--- src/shared/i2scf_pkg.sv ---
// Constants, register map and helpers for the I2S channel-0 control block.
// Assumes a 125 MHz APB clock and a 12-bit byte address inside the unit.
package i2scf_pkg;

  // ----------------------------------------------------------------
  // Register byte offsets
  // ----------------------------------------------------------------
  localparam logic [11:0] LEFT_HOLD_OFS     = 12'h020;
  localparam logic [11:0] RIGHT_HOLD_OFS    = 12'h024;
  localparam logic [11:0] RX_CONFIG_OFS     = 12'h030;
  localparam logic [11:0] TX_CONFIG_OFS     = 12'h034;
  localparam logic [11:0] IRQ_STATUS_OFS    = 12'h038;
  localparam logic [11:0] IRQ_MASK_OFS      = 12'h03C;
  localparam logic [11:0] RX_OVR_CLEAR_OFS  = 12'h040;
  localparam logic [11:0] TX_OVR_CLEAR_OFS  = 12'h044;
  localparam logic [11:0] RX_TRIGGER_OFS    = 12'h048;
  localparam logic [11:0] TX_TRIGGER_OFS    = 12'h04C;
  localparam logic [11:0] RX_FLUSH_OFS      = 12'h050;
  localparam logic [11:0] TX_FLUSH_OFS      = 12'h054;
  localparam logic [11:0] UNIT_CTRL_OFS     = 12'h060;
  localparam logic [11:0] RX_DMA_OFS        = 12'h1C0;
  localparam logic [11:0] RX_DMA_PTR_RST_OFS = 12'h1C4;
  localparam logic [11:0] TX_DMA_OFS        = 12'h1C8;

  // ----------------------------------------------------------------
  // Field positions and reset values
  // ----------------------------------------------------------------
  localparam int          ST_TX_OVR    = 5;
  localparam int          ST_TX_EMPTY  = 4;
  localparam int          ST_RX_OVR    = 1;
  localparam int          ST_RX_READY  = 0;
  localparam int          CTRL_RX_EN   = 0;
  localparam int          CTRL_TX_EN   = 1;
  localparam logic [5:0]  IRQ_BITS     = 6'h33;
  localparam logic [5:0]  MASK_RESET   = 6'h33;
  localparam logic [5:0]  STATUS_RESET = 6'h10;
  localparam logic [2:0]  WORD_LENGTH_SEL_RESET   = 3'h2;
  localparam logic [3:0]  TRIG_RESET   = 4'h3;

  // ----------------------------------------------------------------
  // FIFO shape and serial timing
  // ----------------------------------------------------------------
  localparam int          FIFO_DEPTH    = 8;
  localparam int          FIFO_AW       = 3;
  localparam logic [3:0]  FIFO_FULL_LVL = 4'h8;
  localparam int          CLK_PERIOD_NS = 8;
  localparam int          SCLK_HALF_NS  = 40;
  localparam logic [7:0]  SCLK_HALF_CYC = 8'((SCLK_HALF_NS + CLK_PERIOD_NS - 1) / CLK_PERIOD_NS);

  // Word length codes; ignore-length takes the whole 32-bit slot
  function automatic logic [5:0] i2scf_word_bits(input logic [2:0] sel);
    case (sel)
      3'h1:    i2scf_word_bits = 6'h0C;
      3'h2:    i2scf_word_bits = 6'h10;
      3'h3:    i2scf_word_bits = 6'h14;
      3'h4:    i2scf_word_bits = 6'h18;
      default: i2scf_word_bits = 6'h20;
    endcase
  endfunction : i2scf_word_bits

endpackage : i2scf_pkg

--- src/shared/i2scf_fifo_if.sv ---
// Link between the channel control logic and one sample-pair FIFO.
// Assumes both ends run on the same pclk.
`timescale 1ns/1ns
interface i2scf_fifo_if;
  logic        push;
  logic        pop;
  logic        flush;
  logic [31:0] wdata;
  logic [31:0] rdata;
  logic        full;
  logic        empty;
  logic [3:0]  level;

  modport owner (output push, pop, flush, wdata, input rdata, full, empty, level);
  modport store (input push, pop, flush, wdata, output rdata, full, empty, level);
endinterface : i2scf_fifo_if

--- src/rtl/i2scf_fifo.sv ---
// Sample-pair FIFO, one entry holds {right, left}.
// Assumes the owner never relies on a push or pop that it sees refused.
`timescale 1ns/1ns
module i2scf_fifo (
  input  wire logic   pclk,
  input  wire logic   presetn,
  i2scf_fifo_if.store fifo
);

  typedef struct packed {
    logic [i2scf_pkg::FIFO_DEPTH-1:0][31:0] mem;
    logic [i2scf_pkg::FIFO_AW-1:0]          wr;
    logic [i2scf_pkg::FIFO_AW-1:0]          rd;
    logic [3:0]                             count;
  } i2scf_fifo_state_t;

  i2scf_fifo_state_t st;
  i2scf_fifo_state_t next_st;
  logic              do_push;
  logic              do_pop;

  // ----------------------------------------------------------------
  // Pointer and count update; flush beats both push and pop
  // ----------------------------------------------------------------
  always_comb begin
    next_st = st;
    do_push = fifo.push && (st.count != i2scf_pkg::FIFO_FULL_LVL);
    do_pop  = fifo.pop && (st.count != 4'h0);
    if (fifo.flush) begin
      next_st.wr    = '0;
      next_st.rd    = '0;
      next_st.count = 4'h0;
    end else begin
      if (do_push) begin
        next_st.mem[st.wr] = fifo.wdata;
        next_st.wr         = st.wr + 3'h1;
      end
      if (do_pop) begin
        next_st.rd = st.rd + 3'h1;
      end
      next_st.count = st.count + {3'h0, do_push} - {3'h0, do_pop};
    end
  end

  always_ff @(posedge pclk or negedge presetn) begin
    if (!presetn) begin
      st <= '0;
    end else begin
      st <= next_st;
    end
  end

  // Head word is visible without a pop, so reads may peek
  assign fifo.rdata = st.mem[st.rd];
  assign fifo.full  = (st.count == i2scf_pkg::FIFO_FULL_LVL);
  assign fifo.empty = (st.count == 4'h0);
  assign fifo.level = st.count;

endmodule : i2scf_fifo

--- src/rtl/i2scf_channel_ctrl.sv ---
// I2S channel-0 control: APB registers, FIFOs, serial engine.
// Assumes an APB master on pclk and an I2S peer on the sclk/ws/sd pins.
`timescale 1ns/1ns
module i2scf_channel_ctrl (
  input  wire logic        pclk,
  input  wire logic        presetn,
  input  wire logic        psel,
  input  wire logic        penable,
  input  wire logic        pwrite,
  input  wire logic [11:0] paddr,
  input  wire logic [31:0] pwdata,
  output logic      [31:0] prdata,
  output logic             pready,
  output logic             pslverr,
  input  wire logic        peripheral_role_select,
  input  wire logic        sclk_in,
  output logic             sclk_out,
  output logic             sclk_oe,
  input  wire logic        ws_in,
  output logic             ws_out,
  output logic             ws_oe,
  input  wire logic        sd_in,
  output logic             sd_out,
  output logic             irq
);

  // ----------------------------------------------------------------
  // State
  // ----------------------------------------------------------------
  typedef struct packed {
    logic [2:0]  rx_word_length_sel;
    logic [2:0]  tx_word_length_sel;
    logic [5:0]  mask;
    logic [3:0]  rx_trig;
    logic [3:0]  tx_trig;
    logic        rx_en;
    logic        tx_en;
    logic        rx_ovr;
    logic        tx_ovr;
    logic [5:0]  status;
    logic        irq;
    logic        pready;
    logic        pslverr;
    logic [31:0] prdata;
    logic        rx_dma_right;
    logic        tx_dma_right;
    logic [15:0] tx_left_hold;
    logic [2:0]  sclk_s;
    logic [1:0]  ws_s;
    logic [1:0]  sd_s;
    logic        master;
    logic [7:0]  div;
    logic        sclk_o;
    logic [5:0]  bitcnt;
    logic        ws_o;
    logic        ws_rx_last;
    logic [31:0] rx_sh;
    logic [15:0] rx_left;
    logic        ws_tx_last;
    logic [31:0] tx_sh;
    logic [15:0] tx_right_pend;
    logic        sd_o;
  } i2scf_state_t;

  i2scf_state_t st;
  i2scf_state_t next_st;

  i2scf_fifo_if rxf ();
  i2scf_fifo_if txf ();

  logic        tick;
  logic        sclk_rise;
  logic        sclk_fall;
  logic        ws_now;
  logic        setup;
  logic        access;
  logic        hit;
  logic [5:0]  rx_len;
  logic [5:0]  tx_len;
  logic [31:0] rx_word;
  logic [31:0] tx_word;
  logic [15:0] tx_sample;

  // ----------------------------------------------------------------
  // FIFOs
  // ----------------------------------------------------------------
  i2scf_fifo u_rx_fifo (
    .pclk    (pclk),
    .presetn (presetn),
    .fifo    (rxf.store)
  );

  i2scf_fifo u_tx_fifo (
    .pclk    (pclk),
    .presetn (presetn),
    .fifo    (txf.store)
  );

  // ----------------------------------------------------------------
  // Next-state logic
  // ----------------------------------------------------------------
  always_comb begin
    next_st   = st;
    rxf.push  = 1'b0;
    rxf.pop   = 1'b0;
    rxf.flush = 1'b0;
    rxf.wdata = 32'h0;
    txf.push  = 1'b0;
    txf.pop   = 1'b0;
    txf.flush = 1'b0;
    txf.wdata = 32'h0;
    hit       = 1'b0;
    tick      = 1'b0;
    rx_len    = i2scf_pkg::i2scf_word_bits(st.rx_word_length_sel);
    tx_len    = i2scf_pkg::i2scf_word_bits(st.tx_word_length_sel);
    rx_word   = 32'h0;
    tx_word   = 32'h0;
    tx_sample = 16'h0;
    setup     = psel && !penable;
    access    = psel && penable && st.pready;

    // Pin synchronisers; first stage only feeds the second
    next_st.sclk_s = {st.sclk_s[1:0], sclk_in};
    next_st.ws_s   = {st.ws_s[0], ws_in};
    next_st.sd_s   = {st.sd_s[0], sd_in};
    next_st.master = peripheral_role_select;

    // Master clock generator, idle unless this end owns the link and rx or tx is enabled
    if (st.master && (st.rx_en || st.tx_en)) begin
      if (st.div == 8'h0) begin
        tick           = 1'b1;
        next_st.div    = i2scf_pkg::SCLK_HALF_CYC - 8'h1;
        next_st.sclk_o = !st.sclk_o;
        if (st.sclk_o) begin
          next_st.bitcnt = st.bitcnt + 6'h01;
          next_st.ws_o   = next_st.bitcnt[5];   // 32 bit slots per side
        end
      end else begin
        next_st.div = st.div - 8'h1;
      end
    end else begin
      next_st.div    = 8'h0;
      next_st.sclk_o = 1'b0;
      next_st.bitcnt = 6'h00;
      next_st.ws_o   = 1'b0;
    end

    // Edges from whichever engine is selected
    if (st.master) begin
      sclk_rise = tick && !st.sclk_o;
      sclk_fall = tick && st.sclk_o;
      ws_now    = st.ws_o;
    end else begin
      sclk_rise = st.sclk_s[1] && !st.sclk_s[2];
      sclk_fall = !st.sclk_s[1] && st.sclk_s[2];
      ws_now    = st.ws_s[1];
    end

    // APB setup: decode and capture read data one cycle ahead
    // Error answer stands only beside its pready pulse
    next_st.pready  = 1'b0;
    next_st.pslverr = 1'b0;
    if (setup) begin
      next_st.pready = 1'b1;
      next_st.prdata = 32'h0;
      hit            = 1'b1;
      case (paddr)
        i2scf_pkg::LEFT_HOLD_OFS:      next_st.prdata = {16'h0, rxf.rdata[15:0]};
        i2scf_pkg::RIGHT_HOLD_OFS:     next_st.prdata = {16'h0, rxf.rdata[31:16]};
        i2scf_pkg::RX_CONFIG_OFS:      next_st.prdata = {29'h0, st.rx_word_length_sel};
        i2scf_pkg::TX_CONFIG_OFS:      next_st.prdata = {29'h0, st.tx_word_length_sel};
        i2scf_pkg::IRQ_STATUS_OFS:     next_st.prdata = {26'h0, st.status};
        i2scf_pkg::IRQ_MASK_OFS:       next_st.prdata = {26'h0, st.mask};
        i2scf_pkg::RX_OVR_CLEAR_OFS:   next_st.prdata = {31'h0, st.rx_ovr};
        i2scf_pkg::TX_OVR_CLEAR_OFS:   next_st.prdata = {31'h0, st.tx_ovr};
        i2scf_pkg::RX_TRIGGER_OFS:     next_st.prdata = {28'h0, st.rx_trig};
        i2scf_pkg::TX_TRIGGER_OFS:     next_st.prdata = {28'h0, st.tx_trig};
        i2scf_pkg::UNIT_CTRL_OFS:      next_st.prdata = {30'h0, st.tx_en, st.rx_en};
        i2scf_pkg::RX_DMA_OFS:         next_st.prdata = st.rx_dma_right ?
                                                        {16'h0, rxf.rdata[31:16]} :
                                                        {16'h0, rxf.rdata[15:0]};
        i2scf_pkg::RX_FLUSH_OFS,
        i2scf_pkg::TX_FLUSH_OFS,
        i2scf_pkg::RX_DMA_PTR_RST_OFS,
        i2scf_pkg::TX_DMA_OFS:         next_st.prdata = 32'h0;   // Write-only ports
        default:                       hit = 1'b0;
      endcase
      next_st.pslverr = !hit;   // Unmapped address answers with an error
    end

    // APB access: writes and read side effects on the completing edge
    if (access && pwrite) begin
      case (paddr)
        i2scf_pkg::RX_CONFIG_OFS:  next_st.rx_word_length_sel = pwdata[2:0];
        i2scf_pkg::TX_CONFIG_OFS:  next_st.tx_word_length_sel = pwdata[2:0];
        i2scf_pkg::IRQ_MASK_OFS:   next_st.mask = pwdata[5:0] & i2scf_pkg::IRQ_BITS;
        i2scf_pkg::RX_TRIGGER_OFS: next_st.rx_trig = pwdata[3:0];
        i2scf_pkg::TX_TRIGGER_OFS: next_st.tx_trig = pwdata[3:0];
        i2scf_pkg::RX_FLUSH_OFS:   rxf.flush = pwdata[0];
        i2scf_pkg::TX_FLUSH_OFS:   txf.flush = pwdata[0];
        i2scf_pkg::UNIT_CTRL_OFS: begin
          next_st.rx_en = pwdata[i2scf_pkg::CTRL_RX_EN];
          next_st.tx_en = pwdata[i2scf_pkg::CTRL_TX_EN];
        end
        i2scf_pkg::RX_DMA_PTR_RST_OFS: begin
          if (pwdata[0]) begin
            next_st.rx_dma_right = 1'b0;
          end
        end
        i2scf_pkg::LEFT_HOLD_OFS:  next_st.tx_left_hold = pwdata[15:0];
        i2scf_pkg::RIGHT_HOLD_OFS: begin
          txf.push  = 1'b1;
          txf.wdata = {pwdata[15:0], st.tx_left_hold};
          if (txf.full) begin
            next_st.tx_ovr = 1'b1;
          end
        end
        i2scf_pkg::TX_DMA_OFS: begin
          next_st.tx_dma_right = !st.tx_dma_right;
          if (!st.tx_dma_right) begin
            next_st.tx_left_hold = pwdata[15:0];
          end else begin
            txf.push  = 1'b1;
            txf.wdata = {pwdata[15:0], st.tx_left_hold};
            if (txf.full) begin
              next_st.tx_ovr = 1'b1;
            end
          end
        end
        default: ;
      endcase
    end else if (access) begin
      case (paddr)
        // Clear only what was returned; a later set stays visible
        i2scf_pkg::RX_OVR_CLEAR_OFS: next_st.rx_ovr = st.rx_ovr && !st.prdata[0];
        i2scf_pkg::TX_OVR_CLEAR_OFS: next_st.tx_ovr = st.tx_ovr && !st.prdata[0];
        i2scf_pkg::RIGHT_HOLD_OFS:   rxf.pop = 1'b1;   // Right read retires the pair
        i2scf_pkg::RX_DMA_OFS: begin
          next_st.rx_dma_right = !st.rx_dma_right;
          rxf.pop              = st.rx_dma_right;
        end
        default: ;
      endcase
    end

    // Receiver: sample on rising edge, word ends where ws flips
    if (st.rx_en && sclk_rise) begin
      rx_word = {st.rx_sh[30:0], st.sd_s[1]};
      if (ws_now != st.ws_rx_last) begin
        if (rx_len != 6'h20) begin
          rx_word = rx_word & ((32'h1 << rx_len) - 32'h1);
        end
        next_st.ws_rx_last = ws_now;
        next_st.rx_sh      = 32'h0;
        if (!st.ws_rx_last) begin
          next_st.rx_left = rx_word[15:0];
        end else if (rxf.full) begin
          next_st.rx_ovr = 1'b1;
        end else begin
          rxf.push  = 1'b1;
          rxf.wdata = {rx_word[15:0], st.rx_left};
        end
      end else begin
        next_st.rx_sh = rx_word;
      end
    end

    // Transmitter: drive on falling edge, MSB first after ws flips
    if (st.tx_en && sclk_fall) begin
      if (ws_now != st.ws_tx_last) begin
        next_st.ws_tx_last = ws_now;
        if (!ws_now) begin
          // Empty FIFO sends silence rather than stale data
          txf.pop                = !txf.empty;
          tx_sample              = txf.empty ? 16'h0 : txf.rdata[15:0];
          next_st.tx_right_pend  = txf.empty ? 16'h0 : txf.rdata[31:16];
        end else begin
          tx_sample = st.tx_right_pend;
        end
        tx_word       = {16'h0, tx_sample} << (6'h20 - tx_len);
        next_st.sd_o  = tx_word[31];
        next_st.tx_sh = {tx_word[30:0], 1'b0};
      end else begin
        next_st.sd_o  = st.tx_sh[31];
        next_st.tx_sh = {st.tx_sh[30:0], 1'b0};
      end
    end else if (!st.tx_en) begin
      next_st.sd_o = 1'b0;
    end

    // Status view and interrupt; sets above already beat clears
    next_st.status                          = 6'h00;
    next_st.status[i2scf_pkg::ST_TX_OVR]    = next_st.tx_ovr;
    next_st.status[i2scf_pkg::ST_TX_EMPTY]  = (txf.level <= st.tx_trig);
    next_st.status[i2scf_pkg::ST_RX_OVR]    = next_st.rx_ovr;
    next_st.status[i2scf_pkg::ST_RX_READY]  = (rxf.level > st.rx_trig);
    next_st.irq = |(next_st.status & ~next_st.mask & i2scf_pkg::IRQ_BITS);
  end

  // ----------------------------------------------------------------
  // State register
  // ----------------------------------------------------------------
  always_ff @(posedge pclk or negedge presetn) begin
    if (!presetn) begin
      st         <= '0;
      st.rx_word_length_sel <= i2scf_pkg::WORD_LENGTH_SEL_RESET;
      st.tx_word_length_sel <= i2scf_pkg::WORD_LENGTH_SEL_RESET;
      st.mask    <= i2scf_pkg::MASK_RESET;
      st.status  <= i2scf_pkg::STATUS_RESET;
      st.rx_trig <= i2scf_pkg::TRIG_RESET;
      st.tx_trig <= i2scf_pkg::TRIG_RESET;
    end else begin
      st <= next_st;
    end
  end

  // ----------------------------------------------------------------
  // Outputs, all straight from the state register
  // ----------------------------------------------------------------
  assign prdata   = st.prdata;
  assign pready   = st.pready;
  assign pslverr  = st.pslverr;
  assign sclk_out = st.sclk_o;
  assign sclk_oe  = st.master;   // Slave end leaves the clock to the peer
  assign ws_out   = st.ws_o;
  assign ws_oe    = st.master;
  assign sd_out   = st.sd_o;
  assign irq      = st.irq;

endmodule : i2scf_channel_ctrl

--- config.mk ---
export PLATFORM = sky130hd
export DESIGN_NAME = i2scf_channel_ctrl
export DESIGN_NICKNAME = d
export VERILOG_FILES = /design/src/shared/i2scf_pkg.sv /design/src/shared/i2scf_fifo_if.sv /design/src/rtl/i2scf_fifo.sv /design/src/rtl/i2scf_channel_ctrl.sv
export SDC_FILE = /design/constraint.sdc
export NUM_CORES = 1
export LEC_CHECK = 0
export ABC_CLOCK_PERIOD_IN_PS = 4000
export BUFFER_PORTS_ARGS = -buffer_cell sky130_fd_sc_hd__buf_2
export CORE_ASPECT_RATIO = 2
export CORE_MARGIN = 1
export CORE_UTILIZATION = 45
export CTS_BUF_LIST = sky130_fd_sc_hd__clkbuf_2
export DETAILED_ROUTE_END_ITERATION = 7
export PLACE_DENSITY = 0.69
export SLEW_MARGIN = 20
export SYNTH_ARGS = -nofsm -noshare
export SYNTH_HDL_FRONTEND = slang
export SYNTH_SLANG_ARGS = --single-unit
--- constraint.sdc ---
create_clock -name pclk -period 4 [get_ports pclk]
set_input_delay 0.8 -clock pclk [delete_from_list [all_inputs] [get_ports pclk]]
set_output_delay 0.8 -clock pclk [all_outputs]
set_load 0.02 [all_outputs]
After elaboration in Yosys (flattened, before gate mapping)
Index checks and enable logic that the tools add are counted.
{"block": "totals", "regBits": 719, "latchBits": 0, "ramBits": 0, "mem_bits_ro": 0, "inputBits": 53, "output_inout_bits": 40, "wordCells": 268, "mem_count": 0}
{"block": "classes", "n_addsub": 12, "multipliers": 0, "n_div": 0, "order_cmp": 8, "n_eq_ne": 37, "shift": 2, "muxes": 91, "bitwise_logic": 7, "n_reduce_logical": 57}
{"operator": "$bwmux 256", "n": 2}
{"operator": "$mux 32", "n": 11}
{"operator": "$bmux 32 s3", "n": 2}
{"operator": "$demux 32 s3", "n": 2}
{"operator": "$pmux 16 s12", "n": 1}
{"operator": "$mux 16", "n": 10}
{"operator": "$eq 12x7->1 const B", "n": 7}
{"operator": "$eq 12x6->1 const B", "n": 6}
{"operator": "$pmux 32 s2", "n": 1}
{"operator": "$pmux 6 s4", "n": 2}
{"operator": "$mux 1", "n": 40}
{"operator": "$eq 12x9->1 const B", "n": 3}
{"operator": "$mux 34", "n": 1}
{"operator": "$pmux 16 s2", "n": 1}
{"operator": "$shl 16x6->32", "n": 1}
{"operator": "$reduce_and 2->1", "n": 11}
{"operator": "$mux 10", "n": 2}
{"operator": "$logic_and 1x1->1", "n": 19}
{"operator": "$and 16x16->16", "n": 1}
{"operator": "$lt 3x4->1 const B", "n": 4}
{"operator": "$mux 8", "n": 2}
{"operator": "$reduce_or 16->1", "n": 1}
{"operator": "$shl 1x6->16 const A", "n": 1}
{"operator": "$sub 16x1->16 const B", "n": 1}
{"operator": "other kinds (37)", "n": 82}

Longest topological paths before layout
{"block": "depth", "ltp_word": 11, "ltp_mapped": 15, "mapped_depth_nobuf": 14}

Hierarchy
A second synthesis with hierarchy kept.
{"block": "hier_totals", "hier_cells": 2400, "hier_area_um2": 33763.6}
{"module": "i2scf_fifo at u_rx_fifo", "n_inst": 1, "cells_per_inst": 730, "area_each_um2": 12214.2, "seq_area_each_um2": 6656.4}
{"module": "i2scf_fifo at u_tx_fifo", "n_inst": 1, "cells_per_inst": 730, "area_each_um2": 12191.7, "seq_area_each_um2": 6656.4}
{"module": "i2scf_channel_ctrl", "n_inst": 1, "cells_per_inst": 940, "area_each_um2": 9357.7, "seq_area_each_um2": 4142.7}

Least setup slack after synthesis
OpenSTA, ideal clock, no wires.
{"block": "synth_path", "path_kind": "input port to flip-flop", "startpoint": "input paddr[2]", "endpoint": "register u_tx_fifo.st, in the netlist u_tx_fifo.fifo.level[1]", "setup_ns": 0.149, "t_arrival_ns": 3.006, "t_required_ns": 3.851, "path_slack_ns": 0.845, "path_stages": 9, "path_buffers": 2, "path_cell_list": "buf_2 or4b_1 nor4_2 a21oi_1 nor3b_4 buf_4 ha_1 fa_1 nor2b_1"}
{"element": "start: declaration", "line_no": "i2scf_channel_ctrl.sv:10", "source": "input wire logic [11:0] paddr,"}
{"element": "end signal: assignment", "line_no": "i2scf_fifo.sv:49", "source": "st <= next_st;"}
{"element": "end: declaration", "line_no": "i2scf_fifo.sv:17", "source": "i2scf_fifo_state_t st;"}

Final worst setup path
{"block": "layout_path", "startpoint": "register st[107] (netlist name)", "endpoint": "register u_rx_fifo.st[254] (netlist name)"}
{"block": "layout_between", "elab_chain_len": 9, "elab_cells_between_ends": 11, "classes_between": "mux (6); reduce/logical (5)"}
{"element": "start: declaration", "line_no": "i2scf_channel_ctrl.sv:65", "source": "i2scf_state_t st;"}
{"element": "start signal: assignment", "line_no": "i2scf_channel_ctrl.sv:313", "source": "st <= next_st;"}
{"element": "$logic_not 8->1 *", "line_no": "i2scf_channel_ctrl.sv:130", "source": "if (st.div == 8'h0) begin"}
{"element": "$mux 1 *", "line_no": "i2scf_channel_ctrl.sv:130"}
{"element": "$mux 1 *", "line_no": "i2scf_channel_ctrl.sv:129", "source": "if (st.master && (st.rx_en || st.tx_en)) begin"}
{"element": "$logic_and 1x1->1 *", "line_no": "i2scf_channel_ctrl.sv:150", "source": "sclk_rise = tick && !st.sclk_o;"}
{"element": "$mux 1 *", "line_no": "i2scf_channel_ctrl.sv:149", "source": "if (st.master) begin"}
{"element": "$logic_and 1x1->1 *", "line_no": "i2scf_channel_ctrl.sv:247", "source": "if (st.rx_en && sclk_rise) begin"}
{"element": "$mux 1", "line_no": "i2scf_channel_ctrl.sv:247"}
{"element": "$logic_and 1x1->1", "line_no": "i2scf_fifo.sv:27", "source": "do_push = fifo.push && (st.count != i2scf_pkg::FIFO_FULL_LVL);"}
{"element": "$reduce_and 2->1 (no source line)"}
{"element": "end signal: assignment", "line_no": "i2scf_fifo.sv:49"}
{"element": "end: declaration", "line_no": "i2scf_fifo.sv:17"}
Mark *: on every way between the ends. The rest lies on a longest branch, timed or not.
A chain may end at the register's enable or synchronous reset.

==> tab_implementation.tex <==
\begin{tabular}{lr}
\hline
Metric & Value \\
\hline
\multicolumn{2}{l}{\textbf{Run status}} \\
Result of the run & completed \\
\multicolumn{2}{l}{\textbf{Worst hold path}} \\
Hold Path Class & input pin to async pin \\
\multicolumn{2}{l}{\textbf{Die}} \\
Vert. Die Dim & 385.8 um \\
Die ar. & 74,790 sq um \\
Number of top-level design ports & 93 \\
Row cnt & 140 \\
Initial core utilization & 45.47\% \\
Core region area & 72,870 sq um \\
Die W & 193.9 um \\
\multicolumn{2}{l}{\textbf{CTS}} \\
Clock Sinks & 697 \\
Reg clk slew, reported paths & 0.11 ns \\
\# H-tree levels & 4 \\
Number of clock buffers inserted by TritonCTS & 157 \\
Post-CTS Resized & 0 \\
Insertion delay of the later-clocked pin in the worst-skew pair & 1.33 ns \\
Buffer levels on the longest clock path & 3 \\
TritonCTS clock tree & built \\
\# Post-CTS Setup Buffers & 0 \\
Root buffer cell & sky130\_fd\_sc\_hd\_\_clkbuf\_2 \\
\multicolumn{2}{l}{\textbf{Power}} \\
Reg power frac & 59.1\% \\
Internal power summed over all cells & 8.885 mW \\
Gate power share & 3.7\% \\
Switching share of power & 25.98\% \\
Power per cell area & 329.9 nW/um\^{}2 \\
Leakage component of the power & 17.85 nW \\
Clock share of power & 37.2\% \\
Net switching power figure & 3.118 mW \\
Peak supply drop & 0.2237 mV \\
\multicolumn{2}{l}{\textbf{Synth}} \\
Synth warnings & 0 \\
Post-synthesis instance area & 33,140 sq um \\
Post-Syn Instances & 2,499 \\
Top flip-flop cell by instance count after synthesis & sky130\_fd\_sc\_hd\_\_dfrtp\_1 \\
Synthesized area per cell & 13.26 sq um \\
Sequential cell area fraction in the yosys report & 52.68\% \\
Cell type contributing the most total cell area after synthesis & sky130\_fd\_sc\_hd\_\_dfrtp\_1 \\
Number of enable-type register cells in the synthesized netlist & 0 \\
Number of library cell types mapped by synthesis & 80 \\
Async set-reset flop share out of synthesis & 100.0\% \\
Top-area cell type share of the netlist area & 51.80\% \\
Synthesis-stage register bit count & 697 \\
Synth top area cells & sky130\_fd\_sc\_hd\_\_dfrtp\_1 52\%, sky130\_fd\_sc\_hd\_\_mux2\_2 16\%, sky130\_fd\_sc\_hd\_\_mux4\_2 7.7\%, sky130\_fd\_sc\_hd\_\_mux2\_1 4.0\%, sky130\_fd\_sc\_hd\_\_mux2i\_1 1.6\% \\
\multicolumn{2}{l}{\textbf{Worst setup path}} \\
Critical path peak fanout & 19 \\
Cells on worst reg2reg path & 9 \\
Crit path DAT & 4.79 ns \\
Critical R2R Capture & u\_rx\_fifo.st[254]\$\_DFFE\_PN0P\_ \\
Setup Crit Path Kind & flop to flop \\
Start point of the critical path & st[107]\$\_DFF\_PN0\_ \\
Setup slack of the most critical reg-to-reg path & 0.39 ns \\
Data required, critical path & 5.18 ns \\
Critical Path End Type & flop \\
Timing endpoint of the critical path & u\_rx\_fifo.st[254]\$\_DFFE\_PN0P\_ \\
Critical register-to-register path startpoint & st[107]\$\_DFF\_PN0\_ \\
Startpoint kind of the worst setup timing path & flop \\
\multicolumn{2}{l}{\textbf{Job}} \\
Total of max-cap violations & 0 \\
\multicolumn{2}{l}{\textbf{Timing}} \\
Achievable clock frequency & 0.2773 GHz \\
Final setup violation count & 0 \\
Max-slew headroom & 24.59\% \\
TNS Setup & 0 ns \\
Tmin final & 3.607 ns \\
Tightest Pin Transition & 1.122 ns \\
Clock Skews & 0.09768 ns \\
Hold Vio Cnt, Final & 0 \\
RSZ-0062 raised after global routing & no \\
Number of pins exceeding their max-slew limit in the final report & 0 \\
Fin crit share & 90.17\% \\
\multicolumn{2}{l}{\textbf{Final layout}} \\
Fillcell total & 6,352 \\
Final cell area excluding filler cells & 36,380 sq um \\
Most frequent standard cell in the layout excluding fill and tap cells & sky130\_fd\_sc\_hd\_\_dfrtp\_1 \\
Most used cells in the layout excluding fill and tap cells & 680 x sky130\_fd\_sc\_hd\_\_dfrtp\_1, 468 x sky130\_fd\_sc\_hd\_\_mux2\_2, 236 x sky130\_fd\_sc\_hd\_\_clkbuf\_2 \\
Fraction of layout cells with a size suffix above 1 & 37.39\% \\
Storage element area & 17,470 sq um \\
Footprint of the multi-input gates & 14,550 sq um \\
Layout-stage area growth over the synthesis result & 9.802\% \\
Post-layout net count & 2,713 \\
\multicolumn{2}{l}{\textbf{Placement}} \\
Weighted congestion at the end of routability-driven global placement & 0.9054 \\
Placed Instance Area & 34,500 sq um \\
Number of I/O port buffers & 60 \\
Post-DP HPWL & 56.32 mm \\
\multicolumn{2}{l}{\textbf{Routing}} \\
Post-detailed-routing wire length & 84.52 mm \\
WL per Instance & 23.02 um \\
Post-route DRC violation count & 0 \\
Post-detailed-route via-to-cell ratio & 5.789 \\
Iter 0 DRT Violations & 1,245 \\
First-pass iteration count of the detailed router & 5 \\
Vias & 21.25k \\
DRT antenna net count & 0 \\
\multicolumn{2}{l}{\textbf{Global route}} \\
Pin count of the biggest net entering global routing & 117 \\
Global route overflow & 0 \\
GR Util All Layers & 23.46\% \\
Antenna violations before repair & 1 \\
Vias in the first global route & 23.59k \\
Wire length of the first global-routing pass & 134.2 mm \\
\hline
\end{tabular}
==> how the worst min path moves through the flow <==
stage                           start                      to  slack [ns]  cells past startpoint
5_1_grt                       presetn       st[194]$_DFF_PN1_        0.09                      2
4_1_cts                         sd_in  next_st[117]$_DFF_PN0_       0.009                      2
3_3_place_gp   next_st[122]$_DFF_PN0_       st[122]$_DFF_PN0_        0.39                      0
2_1_floorplan  next_st[121]$_DFF_PN0_  next_st[122]$_DFF_PN0_        0.33                      0
3_5_place_dp   next_st[122]$_DFF_PN0_       st[122]$_DFF_PN0_        0.42                      0
6_report                      presetn     st[186]$_DFFE_PN1P_        0.19                      2
==> registers in the layout (all words and copies together) (netlist names) <==
| register | cells |
|---|---|
| u_rx_fifo.st | 262 |
| u_tx_fifo.st | 262 |
| st | 139 |
| prdata | 16 |
| next_st | 4 |
| u_rx_fifo.fifo.level | 4 |
| u_tx_fifo.fifo.level | 4 |
| irq | 1 |
| pready | 1 |
| pslverr | 1 |
| sclk_oe | 1 |
| sclk_out | 1 |
| sd_out | 1 |
==> critical path, cell delays in order, from the launching register on <==
cell and delay, ns:
sky130_fd_sc_hd__dfrtp_1 0.42, sky130_fd_sc_hd__inv_1 0.07, sky130_fd_sc_hd__ha_1 0.20, sky130_fd_sc_hd__nor3b_4 0.31, sky130_fd_sc_hd__nand3_2 0.18, sky130_fd_sc_hd__o32ai_2 0.37, sky130_fd_sc_hd__nand4_4 0.26, sky130_fd_sc_hd__or4_2 1.01
sky130_fd_sc_hd__buf_12 0.29, sky130_fd_sc_hd__mux2_1 0.34
==> metal layers <==
layer / part of all wire [%] / global-route usage [%]
met1: 36 / 24.59
met3: 3.9 / 3.657
met4: 6.4 / 16.31
met2: 54 / 42.98
met5: 0 / 0
==> stage by stage <==
| step | hold WS, ns | util (%) | setup WS [ns] | power (mW) | instances |
|---|---|---|---|---|---|
| 2_1_floorplan | 0.3312 | - | 0.8453 | 7.410 | 2515 |
| 3_3_place_gp | 0.3918 | 47.35 | 0.4000 | 7.629 | 3347 |
| 3_5_place_dp | 0.4184 | 47.35 | 0.3648 | 7.646 | 3347 |
| 4_1_cts | 0.009381 | 49.93 | 0.3528 | 12.18 | 3670 |
| 5_1_grt | 0.08816 | 49.93 | 0.2126 | 12.54 | 3671 |
| 6_report | 0.1927 | 49.93 | 0.3933 | 12.00 | 3671 |
==> kinds of logic (layout without fill, tap and decap cells) <==
family,Yosys count,after routing,synth area share [%]
AOI/OAI and AO/OA,269,269,5.290
xor gates and xnor gates,23,23,0.6079
adders and majority gates,30,30,1.178
buffers and inverters,274,506,3.848
DFF,697,697,52.68
muxes,754,754,29.27
other,2,19,0.02266
and+or+nand+nor,450,450,7.106
==> power by group through the flow <==
stage               Clock [mW]  Sequential (mW)  Combinational [mW]
floorplan                    0             7.23               0.182
global placement             0             7.23               0.397
detailed placement           0             7.24               0.410
CTS                       4.63             7.10               0.452
global route              4.94             7.10               0.497
finish                    4.46             7.10               0.443
==> synth_stat cells (6+ instances only) <==
master,instances
sky130_fd_sc_hd__dfrtp_1,686
sky130_fd_sc_hd__mux2_1,119
sky130_fd_sc_hd__ha_1,28
sky130_fd_sc_hd__nor2b_1,15
sky130_fd_sc_hd__o22ai_1,15
sky130_fd_sc_hd__o31ai_1,22
sky130_fd_sc_hd__nand2_1,115
sky130_fd_sc_hd__and3_1,14
sky130_fd_sc_hd__o21a_1,10
sky130_fd_sc_hd__buf_1,19
sky130_fd_sc_hd__or3_1,7
sky130_fd_sc_hd__and2_1,58
sky130_fd_sc_hd__dfstp_2,11
sky130_fd_sc_hd__a21oi_1,62
sky130_fd_sc_hd__xnor2_1,16
sky130_fd_sc_hd__nand3_1,28
sky130_fd_sc_hd__o21ai_0,71
sky130_fd_sc_hd__or4_1,6
sky130_fd_sc_hd__a32oi_1,10
sky130_fd_sc_hd__nor2_1,112
sky130_fd_sc_hd__inv_1,36
sky130_fd_sc_hd__nor4_2,6
sky130_fd_sc_hd__a221o_1,8
sky130_fd_sc_hd__xor2_1,7
sky130_fd_sc_hd__nor3_1,23
sky130_fd_sc_hd__a22oi_1,12
sky130_fd_sc_hd__nand2b_1,17
sky130_fd_sc_hd__mux4_2,113
sky130_fd_sc_hd__clkbuf_1,121
sky130_fd_sc_hd__buf_4,35
sky130_fd_sc_hd__buf_2,56
sky130_fd_sc_hd__buf_6,6
sky130_fd_sc_hd__mux2i_1,53
sky130_fd_sc_hd__a31oi_1,6
sky130_fd_sc_hd__nand4_1,14
sky130_fd_sc_hd__mux2_2,468
sky130_fd_sc_hd__a221oi_1,8
==> layout make-up <==
cell class                 count  share of cell area [%]
clock inverter                40                  0.5777
timing repair buffer         193                   4.622
antenna                        1                0.006878
multi-input combinational   1544                   39.98
inverter                      37                  0.3817
clock buffer                 236                   3.246
sequential                   697                   48.01
tap                          923                   3.174
==> timing repair <==
item	in CTS	in global routing
endpoints found under the hold margin	762	0
endpoints found under the setup margin	0	0
hold buffers	47	0
Power figures use the tool's default switching activity.
